<file path="config.mk">
export PLATFORM = sky130hd
export DESIGN_NAME = qbx_expander
export DESIGN_NICKNAME = d
export VERILOG_FILES = /design/src/hw/qbx_pkg.sv /design/src/hw/qbx_sync.sv /design/src/hw/qbx_expander.sv
export SDC_FILE = /design/constraint.sdc
export NUM_CORES = 1
export LEC_CHECK = 0
export BUFFER_PORTS_ARGS = -buffer_cell sky130_fd_sc_hd__buf_2
export CAP_MARGIN = 10
export CORE_ASPECT_RATIO = 1.5
export CORE_UTILIZATION = 55
export CTS_BUF_LIST = sky130_fd_sc_hd__clkbuf_8
export DETAILED_ROUTE_END_ITERATION = 12
export PLACE_DENSITY_LB_ADDON = 0.3
export SYNTH_ARGS = -nofsm -noshare
export SYNTH_HDL_FRONTEND = slang
export SYNTH_SLANG_ARGS = --single-unit
</file>
<file path="constraint.sdc">
create_clock -name mclk -period 6.49 [get_ports mclk]
set_clock_uncertainty 0.2 [all_clocks]
set_input_delay 0.649 -clock mclk [delete_from_list [all_inputs] [get_ports mclk]]
set_output_delay 0.649 -clock mclk [all_outputs]
set_load 0.05 [all_outputs]
</file>
<file path="src/hw/qbx_pkg.sv">
// Purpose: constants shared by the quasi-bidirectional port expander
// Assumes: bus clock and data are sampled by mclk at 125 MHz
// Notes:   7-bit address is a fixed upper nibble plus three select pins
package qbx_pkg;
  localparam logic [3:0] ADDR_FIXED_BITS = 4'h7;
  localparam logic [7:0] PORT_RESET_VAL  = 8'hff;
  localparam logic [6:0] GENERAL_CALL    = 7'h00;
  localparam int         SYNC_STAGES     = 2;
  localparam int         CLK_PERIOD_NS   = 8;
  // strong pull-up pulse lasts at most until the next bus clock fall
  typedef enum logic [2:0] {
    ST_IDLE   = 3'b000,
    ST_ADDR   = 3'b001,
    ST_AACK   = 3'b011,
    ST_DATA   = 3'b010,
    ST_DACK   = 3'b110,
    ST_IGNORE = 3'b111
  } qbx_state_type;
endpackage : qbx_pkg

</file>
<file path="src/hw/qbx_sync.sv">
// Purpose: two-flop synchroniser, one per bit
// Assumes: inputs come from outside the mclk domain
// Notes:   first stage is read only by the second stage
`timescale 1ns/1ps
module qbx_sync #(
  parameter int WIDTH = 1
) (
  input  wire logic             mclk,
  input  wire logic             rst,
  input  wire logic [WIDTH-1:0] async_in,
  output logic      [WIDTH-1:0] sync_out
);
  logic [WIDTH-1:0] meta_reg;
  logic [WIDTH-1:0] meta_next;
  logic [WIDTH-1:0] sync_reg;
  logic [WIDTH-1:0] sync_next;

  always_comb begin
    meta_next = async_in;
    sync_next = meta_reg;
  end

  always_ff @(posedge mclk) begin
    if (rst) begin
      meta_reg <= '1;
      sync_reg <= '1;
    end else begin
      meta_reg <= meta_next;
      sync_reg <= sync_next;
    end
  end

  assign sync_out = sync_reg;
endmodule : qbx_sync

</file>
<file path="src/hw/qbx_expander.sv">
// Purpose: I2C responder driving an 8-bit quasi-bidirectional port
// Assumes: scl and sda sampled by mclk; rst stands for the power-on reset
// Notes:   open-drain lines are given as input, output and enable
// What this block does
// - detect start condition, sda falling while scl high, then receive address
// - address byte arrives msb first, lsb is direction, high means read
// - general call address is never acknowledged, sda stays released
// - own address acknowledged by holding sda low through ninth clock high
// - address is 0111 followed by the three address select pins
// - read sends port pin levels, pin 7 first and pin 0 last
// - write takes data byte as port outputs, bit n on pin n, then acks
// - written data bytes after the first acknowledged one are ignored
// - port outputs change only at rising clock edge of acknowledge
// - stop condition, sda rising while scl high, returns to idle
// - stop anywhere keeps latched outputs, drops partial byte and read
// - no reset pin; only power-on reset restores defaults
// - power-on reset clears bus state and sets all port pins high
// - alert asserts on any input change, cleared by access or revert
// - alert clears at ack: read after scl rise, write after scl fall
// - writing a bit high that was low enables strong pull-up until next scl fall
`timescale 1ns/1ps
module qbx_expander (
  input  wire logic mclk,
  input  wire logic rst,
  input  wire logic scl_in,
  input  wire logic sda_in,
  output logic      sda_out,
  output logic      sda_oe,
  input  wire logic [2:0] address_select_pins,
  input  wire logic [7:0] quasi_bidir_port_pins_in,
  output logic      [7:0] quasi_bidir_port_pins_out,
  output logic      [7:0] quasi_bidir_port_pins_oe,
  output logic      [7:0] strong_pullup_en,
  output logic      change_alert_n
);
  import qbx_pkg::*;

  logic [1:0]    bus_sync;
  logic [2:0]    asel_sync;
  logic [7:0]    pin_sync;
  qbx_state_type state_reg, state_next;
  logic [7:0]    shift_reg, shift_next;
  logic [3:0]    bit_reg, bit_next;
  logic          rd_reg, rd_next;
  logic          done_reg, done_next;
  logic          ack_drv_reg, ack_drv_next;
  logic          tx_bit_reg, tx_bit_next;
  logic [7:0]    port_reg, port_next;
  logic [7:0]    pull_reg, pull_next;
  logic [7:0]    snap_reg, snap_next;
  logic          alert_reg, alert_next;
  logic          scl_d_reg, sda_d_reg;
  logic          scl_s, sda_s;
  logic          scl_rise, scl_fall, start_det, stop_det;
  logic          addr_hit;

  // scl, sda, the select pins and the port pins pass through one synchroniser bank
  qbx_sync #(.WIDTH(13)) u_sync (
    .mclk     (mclk),
    .rst      (rst),
    .async_in ({scl_in, sda_in, address_select_pins, quasi_bidir_port_pins_in}),
    .sync_out ({bus_sync, asel_sync, pin_sync})
  );

  assign scl_s     = bus_sync[1];
  assign sda_s     = bus_sync[0];
  assign scl_rise  = scl_s & ~scl_d_reg;
  assign scl_fall  = ~scl_s & scl_d_reg;
  assign start_det = scl_s & scl_d_reg & sda_d_reg & ~sda_s;
  assign stop_det  = scl_s & scl_d_reg & ~sda_d_reg & sda_s;
  // shift_reg holds the whole address byte once bit 0 is sampled; bits 7..1 are the address
  assign addr_hit  = ({shift_reg[7:1]} == {ADDR_FIXED_BITS, asel_sync}) &&
                     ({shift_reg[7:1]} != GENERAL_CALL);

  always_comb begin
    state_next   = state_reg;
    shift_next   = shift_reg;
    bit_next     = bit_reg;
    rd_next      = rd_reg;
    done_next    = done_reg;
    ack_drv_next = ack_drv_reg;
    tx_bit_next  = tx_bit_reg;
    port_next    = port_reg;
    pull_next    = pull_reg;
    snap_next    = snap_reg;
    alert_next   = alert_reg;
    if (scl_fall) begin
      pull_next = 8'h00;
    end
    // alert follows any difference from the last snapshot; reverting clears it
    alert_next = (pin_sync != snap_reg);
    if (start_det) begin
      state_next   = ST_ADDR;
      bit_next     = 4'h0;
      shift_next   = 8'h00;
      ack_drv_next = 1'b0;
      tx_bit_next  = 1'b0;
      done_next    = 1'b0;
    end else if (stop_det) begin
      state_next   = ST_IDLE;
      ack_drv_next = 1'b0;
      tx_bit_next  = 1'b0;
      bit_next     = 4'h0;
    end else begin
      case (state_reg)
        ST_IDLE: begin
        end
        ST_ADDR: begin
          if (scl_rise) begin
            shift_next = {shift_reg[6:0], sda_s};
            bit_next   = bit_reg + 4'h1;
          end
          if (scl_fall && bit_reg == 4'h8) begin
            if (addr_hit) begin
              rd_next      = shift_reg[0];
              ack_drv_next = 1'b1;
              state_next   = ST_AACK;
            end else begin
              state_next = ST_IGNORE;
            end
          end
        end
        ST_AACK: begin
          if (scl_rise && rd_reg) begin
            // read: alert clears after the acknowledge clock rises
            snap_next  = pin_sync;
            alert_next = 1'b0;
            shift_next = pin_sync;
          end
          if (scl_fall) begin
            ack_drv_next = 1'b0;
            bit_next     = 4'h0;
            state_next   = ST_DATA;
            if (rd_reg) begin
              tx_bit_next = ~shift_reg[7];
              shift_next  = {shift_reg[6:0], 1'b0};
            end
          end
        end
        ST_DATA: begin
          if (scl_rise) begin
            bit_next = bit_reg + 4'h1;
            if (!rd_reg) begin
              shift_next = {shift_reg[6:0], sda_s};
            end
          end
          if (scl_fall) begin
            if (rd_reg) begin
              if (bit_reg == 4'h8) begin
                tx_bit_next = 1'b0;
                state_next  = ST_DACK;
              end else begin
                tx_bit_next = ~shift_reg[7];
                shift_next  = {shift_reg[6:0], 1'b0};
              end
            end else if (bit_reg == 4'h8) begin
              ack_drv_next = ~done_reg;
              state_next   = ST_DACK;
            end
          end
        end
        ST_DACK: begin
          if (scl_rise && !rd_reg && !done_reg) begin
            port_next = shift_reg;
            pull_next = shift_reg & ~port_reg;
            done_next = 1'b1;
          end
          if (scl_rise && rd_reg) begin
            if (sda_s) begin
              // not-acknowledge ends the read; stay off the line until stop or start
              state_next = ST_IGNORE;
            end else begin
              // commander acknowledge; a new sample is taken for the next byte
              shift_next = pin_sync;
            end
          end
          if (scl_fall) begin
            if (!rd_reg && ack_drv_reg) begin
              snap_next  = pin_sync;
              alert_next = 1'b0;
            end
            ack_drv_next = 1'b0;
            bit_next     = 4'h0;
            state_next   = ST_DATA;
            if (rd_reg) begin
              tx_bit_next = ~shift_reg[7];
              shift_next  = {shift_reg[6:0], 1'b0};
            end
          end
        end
        ST_IGNORE: begin
          ack_drv_next = 1'b0;
        end
        default: begin
          state_next = ST_IDLE;
        end
      endcase
    end
  end

  always_ff @(posedge mclk) begin
    if (rst) begin
      state_reg   <= ST_IDLE;
      shift_reg   <= 8'h00;
      bit_reg     <= 4'h0;
      rd_reg      <= 1'b0;
      done_reg    <= 1'b0;
      ack_drv_reg <= 1'b0;
      tx_bit_reg  <= 1'b0;
      port_reg    <= PORT_RESET_VAL;
      pull_reg    <= 8'h00;
      snap_reg    <= PORT_RESET_VAL;
      alert_reg   <= 1'b0;
      scl_d_reg   <= 1'b1;
      sda_d_reg   <= 1'b1;
    end else begin
      state_reg   <= state_next;
      shift_reg   <= shift_next;
      bit_reg     <= bit_next;
      rd_reg      <= rd_next;
      done_reg    <= done_next;
      ack_drv_reg <= ack_drv_next;
      tx_bit_reg  <= tx_bit_next;
      port_reg    <= port_next;
      pull_reg    <= pull_next;
      snap_reg    <= snap_next;
      alert_reg   <= alert_next;
      scl_d_reg   <= scl_s;
      sda_d_reg   <= sda_s;
    end
  end

  // open drain: output always low, enable pulls the line
  assign sda_out                   = 1'b0;
  assign sda_oe                    = ack_drv_reg | tx_bit_reg;
  assign quasi_bidir_port_pins_out = port_reg;
  assign quasi_bidir_port_pins_oe  = ~port_reg;
  assign strong_pullup_en          = pull_reg;
  assign change_alert_n            = ~alert_reg;

  property p_start_addr;
    @(posedge mclk) disable iff (rst) start_det |=> state_reg == ST_ADDR;
  endproperty
  a_start_addr: assert property (p_start_addr) else $error("start not taken");

  property p_stop_idle;
    @(posedge mclk) disable iff (rst) (stop_det && !start_det) |=> state_reg == ST_IDLE && !sda_oe;
  endproperty
  a_stop_idle: assert property (p_stop_idle) else $error("stop not honoured");

  property p_no_ack_mismatch;
    @(posedge mclk) disable iff (rst) state_reg == ST_IGNORE |-> !sda_oe;
  endproperty
  a_no_ack_mismatch: assert property (p_no_ack_mismatch) else $error("line driven after mismatch");

  property p_ack_hold;
    @(posedge mclk) disable iff (rst) (state_reg == ST_AACK && scl_s) |-> sda_oe;
  endproperty
  a_ack_hold: assert property (p_ack_hold) else $error("address ack not held");

  property p_port_stable;
    @(posedge mclk) disable iff (rst) !(state_reg == ST_DACK && scl_rise) |=> $stable(port_reg);
  endproperty
  a_port_stable: assert property (p_port_stable) else $error("port changed outside ack");

  property p_once;
    @(posedge mclk) disable iff (rst) (done_reg && !start_det) |=> $stable(port_reg);
  endproperty
  a_once: assert property (p_once) else $error("second byte changed port");

  property p_pull_off;
    @(posedge mclk) disable iff (rst) scl_fall |=> pull_reg == 8'h00;
  endproperty
  a_pull_off: assert property (p_pull_off) else $error("pull-up not released");

  property p_read_release;
    @(posedge mclk) disable iff (rst) (state_reg == ST_DACK && rd_reg) |-> !sda_oe;
  endproperty
  a_read_release: assert property (p_read_release) else $error("line driven in read ack slot");

  property p_nack_release;
    @(posedge mclk) disable iff (rst) (state_reg == ST_DACK && rd_reg && scl_rise && sda_s) |=>
      state_reg == ST_IGNORE && !sda_oe;
  endproperty
  a_nack_release: assert property (p_nack_release) else $error("read not ended by not-acknowledge");

  property p_read_clear;
    @(posedge mclk) disable iff (rst) (state_reg == ST_AACK && rd_reg && scl_rise) |=> change_alert_n;
  endproperty
  a_read_clear: assert property (p_read_clear) else $error("alert not cleared by read");

  property p_alert;
    @(posedge mclk) disable iff (rst) (pin_sync != snap_reg) ##1 (pin_sync == $past(pin_sync)) &&
      (snap_reg == $past(snap_reg)) |-> !change_alert_n;
  endproperty
  a_alert: assert property (p_alert) else $error("alert missing on change");

  c_write: cover property (@(posedge mclk) state_reg == ST_DACK && !rd_reg && scl_rise);
  c_read:  cover property (@(posedge mclk) state_reg == ST_DACK && rd_reg);
  c_miss:  cover property (@(posedge mclk) state_reg == ST_IGNORE);
  c_alert: cover property (@(posedge mclk) !change_alert_n);
  c_nack:  cover property (@(posedge mclk) state_reg == ST_DACK && rd_reg && scl_rise && sda_s);
endmodule : qbx_expander

</file>
==> results.txt <==
worst hold path cell count: 1
Num Clock Sinks: 72
register area share after synthesis: 0.403
total power draw: 0.000879 W
outcome: complete, no violations
row count: 35
Slew HR: 0.375
CTS buffer count: 9
final instance area: 3920 um2
CP arrival: 3230 ps
post-route clock period utilization: 0.492
most common cell in the synthesized netlist: dfxtp_1
postcts setup bufs: 0
Skew-Pair Late Insertion Delay: 350 ps
GR Layer Usage met3: 0.0486
H-tree depth: 3
post-synthesis instance total: 410
ANT cells: 0
share of cells above drive strength 1: 0.223
placed cell area: 3710 um2
post-synth net total: 427
Netlist Area Pre-Place: 3580 um2
Least-Margin Pin Slew: 938 ps
Distinct cells, synth: 61
number of remaining DRC errors: 0
average wire per standard cell: 16.2 um
CP Max Fanout: 21
Core Area: 6220 um2
r2r endpoint: snap_reg[1]$_SDFFE_PP1P_
worst r2r path cells: 5
EDFF count, synth: 0
Routed WL: 8.15 mm
P&R area growth vs syn: 9.47%
Initial Utilization: 0.576
Setup-failing EPs final: 0
Avg Cell Area, Syn: 8.73 um2
Max Cap Viol: 0
Die X-Extent: 67.9 um
area leader, netlist: dfxtp_1
total grt overflow: 0
Final min period: 3190 ps
largest net degree at the start of global routing: 60
max-slew violation count: 0
Port Buf Inserts: 40
fillers: 543
most used routing layer: met2
Synthesis Warnings: 0
CP Capture Type: register
asr flop ratio synth: 0
Worst-path clk slew: 80 ps
vias in the first global route: 2750
WHS Endpoint: u_sync.sync_out[3]$_SDFF_PP1_
achievable clock frequency: 313 MHz
crit path from: state_reg[1]$_SDFFE_PP0P_
area of the multi-input gates: 1920 um2
CTS Buffer Depth: 2
detailed placer's ending HPWL: 5.78 mm
DRT Pass-1 Iters: 5
leakage power: 1.46 nW
Hold Path Origin: u_sync.meta_reg[3]$_SDFF_PP1_
post_cts resized: 0
hold crit path type: reg2reg
root buf cell: clkbuf_8
#FFs+latches synth: 72
Setup CP Type: reg2reg
Top FF cell, synth: dfxtp_1
met2 Use GR: 0.442
RSZ-0062 raised after global routing: false
CTS tree: built
Die ar.: 6840 um2
pwr dens: 224 nW/um2
gr usage total: 0.261
Req. time, crit path: 6530 ps
M1 GR Usage: 0.293
vias: 3050
Routability Congestion: 0.949
worst vdd ir: 189 uV
Final ANT Viol Nets: 0
initial antenna violation count: 0
most frequent cells after synthesis: 72 x dfxtp_1, 31 x or2_2, 27 x clkbuf_1
vias per inst: 6.05
Fin Setup TNS: 0 ps
Die Y: 101 um
post-synth top area share: 0.403
Synth area leaders: dfxtp_1 40%, or2_2 5.4%, a211o_1 4.4%
r2r startpoint: state_reg[1]$_SDFFE_PP0P_
Worst R2R Setup Slack: 3300 ps
FF/Latch Area: 1440 um2
hold buffers post-CTS: 0
io pins: 42
DR iter-0 viols: 148
crit path launch type: register
Final Hold Viols: 0
final net count: 442
first-pass GRT wire length: 13.2 mm
metrics by stage:
stage               setup WS (ps)  std cells  hold slack, ps   util
floorplan                    4200        410             189      -
global placement             3480        488             191  0.597
detailed placement           3380        488             192  0.597
CTS                          3350        504             211  0.630
global route                 3090        504             226  0.630
finish                       3300        504             210  0.630
routing by layer:
layer	part of all wire	up-vias	routed length, um
li1	-	1490	-
met1	0.41	1423	3380
met2	0.51	114	4140
met3	0.037	23	298
met4	0.040	0	326
met5	0	-	0
worst max path at each step:
| stage | slack [ps] | to |
|---|---|---|
| after floorplan | 4200 | snap_reg[7]$_SDFFE_PP1P_ |
| after global placement | 3480 | snap_reg[6]$_SDFFE_PP1P_ |
| after detailed placement | 3380 | snap_reg[1]$_SDFFE_PP1P_ |
| after CTS | 3350 | snap_reg[1]$_SDFFE_PP1P_ |
| after global routing | 3090 | snap_reg[0]$_SDFFE_PP1P_ |
| final | 3300 | snap_reg[1]$_SDFFE_PP1P_ |
worst max-delay path: stages (launching register included):
cell	delay (ps)
dfxtp_1	710
and3b_1	590
nor2_1	260
a2111oi_4	900
nor2b_1	100
a211o_1	300
where the power goes:
part | internal, W | switching (W)
clock network | 0.000189 | 0.000169
logic | 0.0000233 | 0.0000307
registers | 0.000452 | 0.0000146
area by class of cell:
cell class	instances	share of cell area
clock buffers	10	0.0351
clock inverters	6	0.0172
inverters	14	0.0134
multi-input cells	287	0.490
flip-flops and latches	72	0.368
well taps	74	0.0236
repair buffers	41	0.0530
cells in the final DEF (no fill, tap or decap), types with 3 or more instances in the layout:
master     instances
o221ai_1           5
a22o_1             3
mux2i_1            7
nor2_1            25
nor2b_1           16
o211ai_1           7
nor3_1             4
or2_2             31
inv_1             14
nor3b_1            7
a21oi_1           21
a2111oi_0          3
nand2_1           14
clkbuf_8          10
nand3b_1           3
dfxtp_1           72
nand3_1           22
xor2_1            11
o21ai_0           20
buf_2             40
nand2b_1           7
a211oi_1           3
nor4_1             6
and3b_1            4
a211o_1           18
o22ai_1            3
xnor2_1            4
cell families (layout without fill, tap and decap cells):
family	count (synthesis)	after routing	share of synthesized area
AND/OR/NAND/NOR	151	151	0.241
AO/OA/AOI/OAI	108	108	0.221
flip-flops	72	72	0.403
buffers and inverters	51	71	0.0611
XOR/XNOR	15	15	0.0367
multiplexers	9	9	0.0269
adder cells (fa/ha/maj)	3	3	0.00978
other	1	1	0.00105
(Power assumes the default switching activity.)
